===== src/verilog/bcd_conv_map.svh =====
`ifndef BCD_CONV_MAP_SVH
`define BCD_CONV_MAP_SVH

// Digit width and adjustment constants.
`define DIGIT_W        4
`define ADJ_LIMIT      4'h5
`define ADJ_ADD        4'h3
`define DIGIT_ZERO     4'h0
// Default binary width and the number of digits it needs.
`define BIN_W_DEF      16
`define DIGITS_DEF     5
// Step of the shift chain and of the shift counter.
`define SHIFT_STEP     1
// Packing of five digits into three bytes.
`define BYTE_W         8
`define BYTE_ZERO      8'h00
`define UNITS_TENS_LSB 0
`define HUND_THOU_LSB  8
`define TEN_THOU_LSB   16

`endif


===== src/verilog/bcd_conv_pkg.sv =====
`default_nettype none
package bcd_conv_pkg;

  typedef enum logic [1:0] {
    ST_IDLE = 2'b00,
    ST_RUN  = 2'b01,
    ST_DONE = 2'b10
  } conv_state_t;

endpackage : bcd_conv_pkg
`default_nettype wire


===== src/verilog/digit_adjust.sv =====
`timescale 1ns/1ns
`default_nettype none
`include "bcd_conv_map.svh"

module digit_adjust (
  // Digit before and after adjustment
  input  wire logic [`DIGIT_W-1:0] digit_in,
  output logic      [`DIGIT_W-1:0] digit_out
);

  always_comb begin
    if (digit_in >= `ADJ_LIMIT) begin
      digit_out = digit_in + `ADJ_ADD;
    end else begin
      digit_out = digit_in;
    end
  end

endmodule : digit_adjust
`default_nettype wire


===== src/verilog/bin_to_bcd.sv =====
// Operation
// - Binary word held in shift register with enough 4-bit digit registers.
// - Before each shift every digit is checked for five or more.
// - Digits of five or more get three added; others unchanged.
// - Binary and digit registers shift left together as one chain.
// - Adjust and shift repeat exactly input-width times, then stop.
// - After the last shift the digits hold the decimal value.
// - Five-digit result packed as units/tens, hundreds/thousands, ten-thousands bytes.
`timescale 1ns/1ns
`default_nettype none
`include "bcd_conv_map.svh"

module bin_to_bcd #(
  parameter int BIN_W  = `BIN_W_DEF,
  parameter int DIGITS = `DIGITS_DEF
) (
  // Clock, reset and enable
  input  wire logic                  REF_CLK,
  input  wire logic                  RST_N,
  input  wire logic                  CLK_EN,
  // Request
  input  wire logic                  START,
  input  wire logic [BIN_W-1:0]      BIN_IN,
  // Answer
  output logic                       BUSY,
  output logic                       DONE,
  output logic [DIGITS*`DIGIT_W-1:0] BCD_OUT,
  output logic [7:0]                 UNITS_TENS_DIGITS,
  output logic [7:0]                 HUNDREDS_THOUSANDS_DIGITS,
  output logic [7:0]                 TEN_THOUSANDS_DIGIT
);

  // Each step lifts every digit of five or more by three, then shifts the digits and the binary word left
  // together. The lift makes a doubled digit carry into the next one exactly when it reaches ten, so after
  // BIN_W steps the binary word is empty and the digits hold its decimal value.

  // Sizes derived from the parameters.
  localparam int DW    = DIGITS * `DIGIT_W;
  localparam int CNT_W = $clog2(BIN_W + 1);

  // The last of the BIN_W shifts is made while the count shows BIN_W - 1.
  localparam logic [CNT_W-1:0] STEP      = CNT_W'(`SHIFT_STEP);
  localparam logic [CNT_W-1:0] SHIFTS    = CNT_W'(BIN_W);
  localparam logic [CNT_W-1:0] LAST_STEP = SHIFTS - STEP;

  // Conversion state.
  bcd_conv_pkg::conv_state_t state_reg;
  logic [BIN_W-1:0]          bin_reg;
  logic [DW-1:0]             digits_reg;
  logic [CNT_W-1:0]          count_reg;

  // Held results, which stand until the next conversion ends.
  logic [DW-1:0]             bcd_out_reg;
  logic [`BYTE_W-1:0]        units_tens_reg;
  logic [`BYTE_W-1:0]        hundreds_thousands_reg;
  logic [`BYTE_W-1:0]        ten_thousands_reg;

  // Adjust and shift chain.
  logic [DW-1:0]             adj_digits;
  logic [DW+BIN_W-1:0]       chain_next;
  logic [DW-1:0]             digits_next;
  logic [BIN_W-1:0]          bin_next;

  // Packed bytes as they will stand after the last step.
  logic [`BYTE_W-1:0]        units_tens_next;
  logic [`BYTE_W-1:0]        hundreds_thousands_next;
  logic [`BYTE_W-1:0]        ten_thousands_next;

  // Sequencing strobes.
  logic                      take;
  logic                      running;
  logic                      last_shift;

  // Every digit is checked and adjusted in parallel, ahead of the shift.
  genvar g;
  generate
    for (g = 0; g < DIGITS; g++) begin : g_adj
      digit_adjust u_adj (
        .digit_in  (digits_reg[g*`DIGIT_W +: `DIGIT_W]),
        .digit_out (adj_digits[g*`DIGIT_W +: `DIGIT_W])
      );
    end
  endgenerate

  // A start is taken only while idle; a request during a run or in the completion cycle is ignored.
  assign take       = (state_reg == bcd_conv_pkg::ST_IDLE) && START;
  assign running    = (state_reg == bcd_conv_pkg::ST_RUN);
  assign last_shift = running && (count_reg == LAST_STEP);

  // The top binary bit enters the units digit, and each digit's top bit enters the next digit up.
  assign chain_next  = {adj_digits, bin_reg} << `SHIFT_STEP;
  assign digits_next = chain_next[DW+BIN_W-1:BIN_W];
  assign bin_next    = chain_next[BIN_W-1:0];

  // Two digits to a byte, the lower digit in the low nibble; the top byte holds one digit.
  assign units_tens_next         = digits_next[`UNITS_TENS_LSB +: `BYTE_W];
  assign hundreds_thousands_next = digits_next[`HUND_THOU_LSB +: `BYTE_W];
  assign ten_thousands_next      = {`DIGIT_ZERO, digits_next[`TEN_THOU_LSB +: `DIGIT_W]};

  // Every register below moves only with CLK_EN high; reset acts regardless of it.

  // Sequencer: idle, shifting, then one cycle of completion.
  always_ff @(posedge REF_CLK) begin
    if (!RST_N) begin
      state_reg <= bcd_conv_pkg::ST_IDLE;
    end else if (CLK_EN) begin
      case (state_reg)
        bcd_conv_pkg::ST_IDLE: begin
          if (take) begin
            state_reg <= bcd_conv_pkg::ST_RUN;
          end
        end
        bcd_conv_pkg::ST_RUN: begin
          if (last_shift) begin
            state_reg <= bcd_conv_pkg::ST_DONE;
          end
        end
        bcd_conv_pkg::ST_DONE: begin
          state_reg <= bcd_conv_pkg::ST_IDLE;
        end
        default: begin
          state_reg <= bcd_conv_pkg::ST_IDLE;
        end
      endcase
    end
  end

  // Binary word: loaded on a start, then shifted out from the top.
  always_ff @(posedge REF_CLK) begin
    if (!RST_N) begin
      bin_reg <= '0;
    end else if (CLK_EN) begin
      if (take) begin
        bin_reg <= BIN_IN;
      end else if (running) begin
        bin_reg <= bin_next;
      end
    end
  end

  // Digits: cleared on a start, then adjusted and shifted once per step.
  always_ff @(posedge REF_CLK) begin
    if (!RST_N) begin
      digits_reg <= '0;
    end else if (CLK_EN) begin
      if (take) begin
        digits_reg <= '0;
      end else if (running) begin
        digits_reg <= digits_next;
      end
    end
  end

  // Step counter: its width leaves room for BIN_W, so it cannot wrap before the last step.
  always_ff @(posedge REF_CLK) begin
    if (!RST_N) begin
      count_reg <= '0;
    end else if (CLK_EN) begin
      if (take) begin
        count_reg <= '0;
      end else if (running) begin
        count_reg <= count_reg + STEP;
      end
    end
  end

  // The whole result is captured from the last step, so it appears together with DONE.
  always_ff @(posedge REF_CLK) begin
    if (!RST_N) begin
      bcd_out_reg <= '0;
    end else if (CLK_EN) begin
      if (last_shift) begin
        bcd_out_reg <= digits_next;
      end
    end
  end

  // Units with tens.
  always_ff @(posedge REF_CLK) begin
    if (!RST_N) begin
      units_tens_reg <= `BYTE_ZERO;
    end else if (CLK_EN) begin
      if (last_shift) begin
        units_tens_reg <= units_tens_next;
      end
    end
  end

  // Hundreds with thousands.
  always_ff @(posedge REF_CLK) begin
    if (!RST_N) begin
      hundreds_thousands_reg <= `BYTE_ZERO;
    end else if (CLK_EN) begin
      if (last_shift) begin
        hundreds_thousands_reg <= hundreds_thousands_next;
      end
    end
  end

  // Ten-thousands alone, with the upper nibble held at zero.
  always_ff @(posedge REF_CLK) begin
    if (!RST_N) begin
      ten_thousands_reg <= `BYTE_ZERO;
    end else if (CLK_EN) begin
      if (last_shift) begin
        ten_thousands_reg <= ten_thousands_next;
      end
    end
  end

  // The byte outputs assume the default of five digits; other sizes should read BCD_OUT.
  assign BCD_OUT                   = bcd_out_reg;
  assign UNITS_TENS_DIGITS         = units_tens_reg;
  assign HUNDREDS_THOUSANDS_DIGITS = hundreds_thousands_reg;
  assign TEN_THOUSANDS_DIGIT       = ten_thousands_reg;

  // DONE lasts one enabled cycle and BUSY covers the whole run including it.
  assign BUSY = (state_reg != bcd_conv_pkg::ST_IDLE);
  assign DONE = (state_reg == bcd_conv_pkg::ST_DONE);

endmodule : bin_to_bcd
`default_nettype wire


===== config.mk =====
export PLATFORM = sky130hd
export DESIGN_NAME = bin_to_bcd
export DESIGN_NICKNAME = d
export VERILOG_FILES = /design/src/verilog/bcd_conv_pkg.sv /design/src/verilog/digit_adjust.sv /design/src/verilog/bin_to_bcd.sv
export VERILOG_INCLUDE_DIRS = /design/src /design/src/verilog
export SDC_FILE = /design/constraint.sdc
export NUM_CORES = 1
export LEC_CHECK = 0
export BUFFER_PORTS_ARGS = -buffer_cell sky130_fd_sc_hd__buf_4
export CAP_MARGIN = 40
export CELL_PAD_IN_SITES_DETAIL_PLACEMENT = 1
export CELL_PAD_IN_SITES_GLOBAL_PLACEMENT = 1
export CORE_UTILIZATION = 36
export DETAILED_ROUTE_END_ITERATION = 7
export GPL_ROUTABILITY_DRIVEN = 0
export HOLD_SLACK_MARGIN = 0.02
export PLACE_DENSITY_LB_ADDON = 0.12
export SLEW_MARGIN = 20
export SYNTH_ARGS = -nofsm -noshare
export SYNTH_HDL_FRONTEND = slang
export SYNTH_HIERARCHICAL = 1
export SYNTH_SLANG_ARGS = --single-unit

===== constraint.sdc =====
create_clock -name REF_CLK -period 1.5 [get_ports REF_CLK]
set_input_delay 0.15 -clock REF_CLK [delete_from_list [all_inputs] [get_ports REF_CLK]]
set_output_delay 0.15 -clock REF_CLK [all_outputs]
set_load 0.02 [all_outputs]

==> summary.md, run 1 <==
| Metric | Value |
|---|---|
| HP Class | in -> reg |
| Clock share of power | 41.3% |
| CP Depth | 7 |
| Initial antenna violation count | 0 |
| R2R setup slack | -0.06 ns |
| Commonest non-fill, non-tap cell in the layout | buf_4 |
| Worst-path cell chain | ha_4 -> and3_4 -> ha_4 -> and4b_2 -> buf_6 -> nand2_1 -> a21oi_2 |
| First-pass GRT wire length | 13,500 um |
| Pre-antenna DRT Iters | 4 |
| Area of the mapped netlist | 3170 um^2 |
| P_leak | 1.74 nW |
| Max Cap Viol | 0 |
| Post-route antenna net violation count | 0 |
| Peak supply drop | 0.000493 V |
| Worst-skew pair later-pin latency | 0.34 ns |
| Worst reg2reg path depth | 7 |
| CTS buffer count | 9 |
| Setup TNS | -0.270 ns |
| Reg clk slew, reported paths | 0.07 ns |
| CP Buf/Inv Count | 1 |
| Slowest CP cell | dfxtp_2 |
| Root Buffer | clkbuf_8 |
| Flop pwr share | 48.7% |
| Dpl cell area | 3670 um^2 |
| Diodes inserted | 0 |
| Full die area | 9190 um^2 |
| Final Cycle Share | 104% |
| Routed length per instance | 16.1 um |
| Total power | 0.00357 W |
| Vias/cell | 5.11 |
| Syn Inst Count | 395 |
| Largest fanout on the critical path | 7 |
| 1st-iter DRT viols | 61 |
| Gate power share | 10.0% |
| Status | finished, violations left |
| Placed insts | 536 |
| Deepest clock path buffer count | 2 |
| Core Footprint | 8380 um^2 |
| CTS tree | done |
| Worst path max stage delay | 0.36 ns |
| Avg Cell Area, Syn | 8.03 um^2 |
| Sw frac | 25.2% |
| R2R Path Start | count_reg[1] |
| Most used cell, CP | ha_4 |
| Placement Rows | 33 |
| Crit. Startpoint | count_reg[1] |
| Critical Path Sink | BCD_OUT[4] |
| Clock Sinks | 63 |
| Cts hold-fix bufs | 0 |
| RSZ-0062 raised after global routing | true |
| Switch Pwr | 0.000902 W |
| # DRC | 0 |
| Final instance area | 4340 um^2 |
| Final setup fails | 14 |
| Worst Skew | 0.00731 ns |
| Port Buffers | 61 |
| Most frequent cells in the layout | 87 x buf_4, 54 x nand2_1, 51 x dfxtp_1, 50 x a21oi_1, 27 x o21ai_0 |
| Tmin final | 1.56 ns |
| Max Slew Vio Count | 0 |
| Gr ovfl total | 0 |
| Non-Filler Instances | 565 |
| Routed wire length | 9090 um |
| Total track usage | 19.3% |
| Final worst slack | -0.0649 ns |
| Layout Nets | 487 |
| Share of layout cells above drive strength 1 | 42.6% |
| Worst R2R End | BCD_OUT[4] |
| H-tree depth reported by CTS | 3 |
| Number of synthesis warnings | 6 |
| Startpoint Class | register |
| Crit-path leading delay family | simple AND/OR/NAND/NOR gates |
| P&R area growth vs syn | 36.7% |
| WP data arrival | 1.84 ns |
| Crit path capture type | register |
| Pint | 0.00267 W |
| Pin count of the biggest net entering global routing | 64 |
| Vias in the first global route | 2,830 |
| Final HPWL DP | 5390 um |
| Filler cells | 1,001 |
| Worst EP required | 1.77 ns |
| Critical path type | reg -> reg |
| DIE WIDTH | 95.9 um |
| I/O pins | 66 |
| Die Span Y | 95.9 um |
| Pwr/cell area | 824 nW/um^2 |
| Hold Fails Final Rpt | 0 |
| Vias | 2,886 |
| Failing checks | setup timing |
| F_max | 0.639 GHz |
| Initial Utilization | 37.9% |
[power by group through the flow]
stage / clock [W] / sequential, W / combinational (W)
2_1_floorplan: 0 / 0.00177 / 0.000233
3_3_place_gp: 0 / 0.00177 / 0.000343
3_5_place_dp: 0 / 0.00178 / 0.000349
4_1_cts: 0.00153 / 0.00174 / 0.000352
5_1_grt: 0.00159 / 0.00174 / 0.000392
6_report: 0.00148 / 0.00174 / 0.000357
[layout make-up]
cell class,instances,area [um^2],share of cell area (%)
clock buffers,12,145,3.35
clock inverters,4,45.0,1.04
inverters,12,50.0,1.15
multi-input cells,275,1920,44.2
flip-flops and latches,63,1280,29.5
well taps,105,131,3.03
repair buffers,94,772,17.8
[tightest hold or removal path: stages]
cell	delay, ns
buf_4	0.10
mux2i_1	0.11
a211oi_1	0.08
[through the flow]
stage	utilization, %	hold slack (ns)	worst slack (ns)
3_5_place_dp	43.8	0.469	-0.139
6_report	51.8	0.149	-0.0649
2_1_floorplan	-	0.332	-0.0499
4_1_cts	48.3	0.141	-0.0585
3_3_place_gp	43.8	0.461	-0.0259
5_1_grt	51.8	0.151	-0.126
[worst min-delay path by stage]
| stage | start | end | slack (ns) | depth (start not counted) |
|---|---|---|---|---|
| global route | BIN_IN[9] | bin_reg[9] | 0.15 | 3 |
| detailed placement | BCD_OUT[10] | BCD_OUT[10] | 0.47 | 2 |
| CTS | BIN_IN[10] | bin_reg[10] | 0.14 | 3 |
| finish | BIN_IN[10] | bin_reg[10] | 0.15 | 3 |
| global placement | BCD_OUT[7] | BCD_OUT[7] | 0.46 | 2 |
| floorplan | CLK_EN | state_reg[0] | 0.33 | 2 |
[per-layer routing]
| metal | vias up | routed length [um] | GRT usage (%) |
|---|---|---|---|
| li1 | 1427 | - | - |
| met1 | 1395 | 3970 | 23.2 |
| met2 | 56 | 4740 | 34.3 |
| met3 | 8 | 291 | 4.74 |
| met4 | 0 | 86 | 4.85 |
| met5 | - | 0 | 0 |
[timing repair]
item / 4_1_cts / 5_1_grt
buffers inserted: 4 / 7
endpoints found under the setup margin: 25 / 35
hold endpoints to repair: 0 / 0
pin swaps: 34 / 27
cloned: 1 / 1
resized for setup: 39 / 66
Power figures use the tool's default switching activity.
==> inputs of run 2 (changes only) <==
--- a/config.mk
+++ b/config.mk
@@ -8,9 +8,7 @@
 export LEC_CHECK = 0
 export BUFFER_PORTS_ARGS = -buffer_cell sky130_fd_sc_hd__buf_4
 export CAP_MARGIN = 40
-export CELL_PAD_IN_SITES_DETAIL_PLACEMENT = 1
-export CELL_PAD_IN_SITES_GLOBAL_PLACEMENT = 1
-export CORE_UTILIZATION = 36
+export CORE_UTILIZATION = 44
 export DETAILED_ROUTE_END_ITERATION = 7
 export GPL_ROUTABILITY_DRIVEN = 0
 export HOLD_SLACK_MARGIN = 0.02
==> run 2 against run 1 <==
The run still ends with setup timing left; count of clock-buffer cells in the layout fell by 1; final cell count down 3.0%; maximum frequency down 0.38%.
==> summary.md, run 2 (synthesis gave the netlist of run 1 again) <==
| Metric | Value |
|---|---|
| Diodes inserted | 0 (unchanged) |
| 1st-iter DRT viols | 137 (+120%) |
| Post-route antenna net violation count | 0 (unchanged) |
| Startpoint Class | register |
| Reg clk slew, reported paths | 0.07 ns (about the same) |
| Slowest CP cell | dfxtp_2 |
| RSZ-0062 raised after global routing | true |
| Worst EP required | 1.78 ns (about the same) |
| Max Cap Viol | 0 (unchanged) |
| Worst-skew pair later-pin latency | 0.34 ns (about the same) |
| Vias in the first global route | 2,475 (-13%) |
| Cts hold-fix bufs | 0 (unchanged) |
| Worst path max stage delay | 0.36 ns (about the same) |
| Most used cell, CP | ha_4 |
| Max Slew Vio Count | 0 (unchanged) |
| CTS tree | done |
| Area of the multi-input gates | 1790 um^2 (-6.3%) |
| # DRC | 0 (unchanged) |
| Worst Skew | 0.0112 ns (+0.00385 ns) |
| Total power | 0.00348 W (-2.6%) |
| F_max | 0.637 GHz (-0.38%) |
| Share of layout cells above drive strength 1 | 34.5% (-8.1 points) |
| HP Class | in -> reg |
| I/O pins | 66 (unchanged) |
| Routed length per instance | 13.2 um (-18%) |
| Vias | 2,770 (-4.0%) |
| Status | finished, violations left |
| Crit path capture type | register |
| Die Span Y | 86.9 um (-9.3%) |
| Vias/cell | 5.05 (-1.0%) |
| Clock Sinks | 63 (unchanged) |
| Placement Rows | 30 (-9.1%) |
| Root Buffer | clkbuf_8 |
| Pin count of the biggest net entering global routing | 31 (-52%) |
| DIE WIDTH | 86.9 um (-9.3%) |
| H-tree depth reported by CTS | 3 (unchanged) |
| FF/Latch Area | 1280 um^2 (about the same) |
| Final worst slack | -0.0708 ns (-0.00592 ns) |
| Pwr/cell area | 833 nW/um^2 (+1.1%) |
| Filler cells | 653 (-35%) |
| First-pass GRT wire length | 11,100 um (-18%) |
| Tmin final | 1.57 ns (+0.00592 ns) |
| Largest fanout on the critical path | 5 (-2) |
| CTS buffer count | 9 (unchanged) |
| P&R area growth vs syn | 31.8% |
| Worst Min Path Start | BIN_IN[0] |
| R2R Path Start | count_reg[1] |
| Total track usage | 18.9% (-0.37 points) |
| Worst-path cell chain | ha_4 -> and3_4 -> ha_4 -> and4b_4 -> clkbuf_16 -> nand2_2 -> a21oi_2 |
| Hold Fails Final Rpt | 0 (unchanged) |
| Port Buffers | 61 (unchanged) |
| Gr ovfl total | 0 (unchanged) |
| Routed wire length | 7220 um (-21%) |
| Final HPWL DP | 4380 um (-19%) |
| Pre-antenna DRT Iters | 4 (unchanged) |
| Most frequent cells in the layout | 78 x buf_4, 77 x nand2_1, 52 x dfxtp_1, 50 x a21oi_1, 27 x o21ai_0 |
| Deepest clock path buffer count | 2 (unchanged) |
| Hold_ws | 0.150 ns (+0.00132 ns) |
| Final Cycle Share | 105% (+0.39 points) |
| Crit. Startpoint | count_reg[1] |
| WP data arrival | 1.85 ns (about the same) |
| Final setup fails | 20 (+6) |
| Commonest non-fill, non-tap cell in the layout | buf_4 |
| Final core utilization | 60.9% (+9.1 points) |
| Initial Utilization | 46.2% (+8.3 points) |
| Core Footprint | 6870 um^2 (-18%) |
| Layout Nets | 480 (-1.4%) |
| Peak supply drop | 0.000604 V (+23%) |
| P_leak | 1.71 nW (-1.6%) |
| Initial antenna violation count | 0 (unchanged) |
| Critical path type | reg -> reg |
| Failing checks | setup timing |
| Full die area | 7560 um^2 (-18%) |
-- run 2: metrics by stage --
stage / setup TNS [ns] / setup WS [ns] / std cells / cell area, um^2
finish: -0.704 / -0.0708 / 548 / 4180
global route: -1.81 / -0.106 / 548 / 4180
CTS: -1.05 / -0.0989 / 538 / 3840
detailed placement: -0.856 / -0.0639 / 522 / 3660
global placement: 0 / 0.0165 / 522 / 3660
floorplan: -0.999 / -0.0499 / 398 / 3190
-- run 2: area by class of cell --
| type | instances | share of cell area (%) |
|---|---|---|
| Tap cell | 96 | 2.87 |
| Multi-Input combinational cell | 275 | 42.9 |
| Clock buffer | 11 | 3.14 |
| Timing Repair Buffer | 87 | 18.3 |
| Sequential cell | 63 | 30.5 |
| Inverter | 12 | 1.08 |
| Clock inverter | 4 | 1.14 |
-- run 2: critical path, delay by kind of cell (launching register included) --
| kind | cells | cell delay (ns) |
|---|---|---|
| fa+ha+maj | 2 | 0.28 |
| simple gates | 3 | 0.57 |
| buf+inv | 1 | 0.18 |
| compound gates | 1 | 0.13 |
| flops | 1 | 0.36 |
-- run 2: worst paths after layout --
check | end | slack, ns | cells after the start
setup / recovery | BCD_OUT[16] | -0.07 | 7
setup reg to reg | BCD_OUT[16] | -0.07 | 7
hold reg to reg | digits_reg[0] | 0.47 | 2
hold / removal | bin_reg[0] | 0.15 | 4
-- run 2: layer usage --
layer  GRT usage (%)  share of wire, %  up-vias
met2            31.6                47       76
met5               0                 0        -
li1                -                 -     1425
met3            4.55               4.3       11
met1            22.8                47     1258
met4            9.39               2.3        0
-- run 2: power breakdown --
group	leakage (nW)	internal (W)	total, W	switching (W)
Sequential	0.517	0.00171	0.00173	0.0000218
Combinational	1.10	0.000157	0.000355	0.000198
Clock	0.0892	0.000753	0.00139	0.000641
Total	1.71	0.00262	0.00348	0.000861
-- run 2: what timing repair did --
item / CTS / global route
gates cloned: 0 / 3
endpoints found under the setup margin: 21 / 30
pin swaps: 1 / 19
setup buffers: 1 / 7
gates resized for setup: 0 / 59
hold endpoints to repair: 0 / 0
==> inputs of run 3 (changes only) <==
--- a/config.mk
+++ b/config.mk
@@ -6,8 +6,10 @@
 export SDC_FILE = /design/constraint.sdc
 export NUM_CORES = 1
 export LEC_CHECK = 0
+export ABC_CLOCK_PERIOD_IN_PS = 1500
 export BUFFER_PORTS_ARGS = -buffer_cell sky130_fd_sc_hd__buf_4
 export CAP_MARGIN = 40
+export CORE_ASPECT_RATIO = 1.2
 export CORE_UTILIZATION = 44
 export DETAILED_ROUTE_END_ITERATION = 7
 export GPL_ROUTABILITY_DRIVEN = 0
==> run 3 against run 2 <==
The flow still finishes with violations (setup timing); final cell count down 1.5%; combinational power down 2%; via count is 1.9% higher; sequential power barely moved; critical endpoint is now BCD_OUT[13]; largest power group unchanged.
==> summary.md, run 3 (synthesis gave the netlist of run 1 again) <==
| Metric | Value |
|---|---|
| Status | finished, violations left |
| Failing checks | setup timing |
| Worst-skew pair later-pin latency | 0.34 ns (about the same) |
| Tmin final | 1.62 ns (+0.0533 ns) |
| Startpoint Class | register |
| HP Class | in -> reg |
| First-pass GRT wire length | 11,800 um (+6.0%) |
| WL met1 | 3090 um (-8.8%) |
| Vias/cell | 5.23 (+3.4%) |
| Cts hold-fix bufs | 0 (unchanged) |
| P&R area growth vs syn | 31.1% |
| Deepest clock path buffer count | 2 (unchanged) |
| Routed wire length | 7120 um (-1.4%) |
| Most frequent cells in the layout | 79 x buf_4, 68 x nand2_1, 55 x a21oi_1, 53 x dfxtp_1, 27 x o21ai_0 |
| Met2 wire length | 3570 um (+6.1%) |
| H-tree depth reported by CTS | 3 (unchanged) |
| Vias | 2,823 (+1.9%) |
| DP Worst Slack | -0.0906 ns (-0.0267 ns) |
| Clock Sinks | 63 (unchanged) |
| Placement Rows | 33 (+10%) |
| Worst Skew | 0.00731 ns (-0.00386 ns) |
| Pre-antenna DRT Iters | 4 (unchanged) |
| Die Span Y | 95.0 um (+9.3%) |
| Layout Nets | 480 (unchanged) |
| 1st-iter DRT viols | 102 (-26%) |
| Initial Utilization | 46.0% (-0.18 points) |
| Max Slew Vio Count | 0 (unchanged) |
| Final setup fails | 16 (-20%) |
| Gate power share | 9.6% (-0.6 points) |
| Initial antenna violation count | 0 (unchanged) |
| Root Buffer | clkbuf_8 |
| Pint | 0.00277 W (+5.5%) |
| Hold Fails Final Rpt | 0 (unchanged) |
| WP data arrival | 1.85 ns (about the same) |
| F_max | 0.616 GHz (-3.3%) |
| Post-route antenna net violation count | 0 (unchanged) |
| Diodes inserted | 0 (unchanged) |
| Met3 wire len | 347 um (+13%) |
| Pin count of the biggest net entering global routing | 64 (+110%) |
| Share of layout cells above drive strength 1 | 34.7% (+0.14 points) |
| Port Buffers | 61 (unchanged) |
| Pwr/cell area | 873 nW/um^2 (+4.8%) |
| Reg clk slew, reported paths | 0.07 ns (about the same) |
| Vias in the first global route | 2,551 (+3.1%) |
| Max Cap Viol | 0 (unchanged) |
| Core Footprint | 6900 um^2 (+0.38%) |
| Worst EP required | 1.73 ns (-0.05 ns) |
| Total track usage | 20.3% (+1.4 points) |
| Highest Signal Layer | met4 |
| Routed length per instance | 13.2 um (+0.10%) |
| Peak supply drop | 0.000630 V (+4.3%) |
| Sw frac | 23.8% (-0.88 points) |
| DIE WIDTH | 79.5 um (-8.5%) |
| RSZ-0062 raised after global routing | true |
| Critical path type | reg -> reg |
| I/O pins | 66 (unchanged) |
| Commonest non-fill, non-tap cell in the layout | buf_4 |
| P_leak | 1.71 nW (+0.20%) |
| Final HPWL DP | 4460 um (+1.9%) |
| # DRC | 0 (unchanged) |
| Final worst slack | -0.124 ns (-0.0533 ns) |
| Crit path capture type | register |
| Switch Pwr | 0.000865 W (+0.51%) |
| Flop pwr share | 47.9% (-1.9 points) |
| CTS buffer count | 9 (unchanged) |
| CTS tree | done |
| Clock share of power | 42.6% (+2.6 points) |
| Full die area | 7560 um^2 (about the same) |
| Gr ovfl total | 0 (unchanged) |
| Setup TNS | -1.41 ns (-0.703 ns) |
| Final Cycle Share | 108% (+3.6 points) |
| Largest fanout on the critical path | 5 (unchanged) |
run 3: power groups by stage:
stage | Sequential [W] | Combinational [W] | Clock, W
6_report | 0.00174 | 0.000347 | 0.00155
3_3_place_gp | 0.00177 | 0.000343 | 0
3_5_place_dp | 0.00177 | 0.000345 | 0
4_1_cts | 0.00174 | 0.000349 | 0.00158
5_1_grt | 0.00174 | 0.000382 | 0.00165
2_1_floorplan | 0.00177 | 0.000233 | 0
run 3: layout make-up:
type	count	area [um^2]
Clock buffer	13	169
Clock inverter	3	40.0
Fill cell	624	2740
Inverter	12	47.5
Multi-Input combinational cell	275	1770
Sequential cell	63	1280
Tap cell	87	109
Timing Repair Buffer	87	743
run 3: metrics by stage:
| step | cells | power (W) | util [%] | hold slack [ns] | area (um^2) |
|---|---|---|---|---|---|
| after floorplan | 398 | 0.00200 | - | 0.332 | 3190 |
| after global placement | 516 | 0.00212 | 52.8 | 0.459 | 3640 |
| after detailed placement | 516 | 0.00212 | 52.8 | 0.464 | 3640 |
| after CTS | 538 | 0.00367 | 58.5 | 0.139 | 4040 |
| after global routing | 540 | 0.00378 | 60.3 | 0.153 | 4160 |
| final | 540 | 0.00363 | 60.3 | 0.152 | 4160 |
run 3: what timing repair did:
action / CTS / global route
pin swaps: 9 / 12
endpoints found under the hold margin: 0 / 0
gates resized for setup: 30 / 33
setup buffers: 4 / 4
setup endpoints to repair: 22 / 31
gates cloned: 2 / 0
run 3: final timing paths:
check,startpoint,endpoint,slack (ns),depth (start not counted)
worst max-delay path,count_reg[0],BCD_OUT[13],-0.12,8
worst min-delay path,CLK_EN,state_reg[0],0.15,3
worst max register to register,count_reg[0],BCD_OUT[13],-0.12,8
worst min register to register,BCD_OUT[11],BCD_OUT[11],0.47,2
run 3: worst max-delay path: stages, from the launching register on:
cell	delay [ns]
dfxtp_4	0.36
ha_4	0.16
and3_4	0.18
ha_4	0.15
and4b_2	0.25
buf_12	0.15
buf_12	0.13
nand2_1	0.09
a21oi_2	0.05
run 3: metal layers:
metal	vias up	GRT usage (%)
li1	1413	-
met1	1334	24.1
met2	65	34.3
met3	11	6.22
met4	0	7.58
met5	-	0
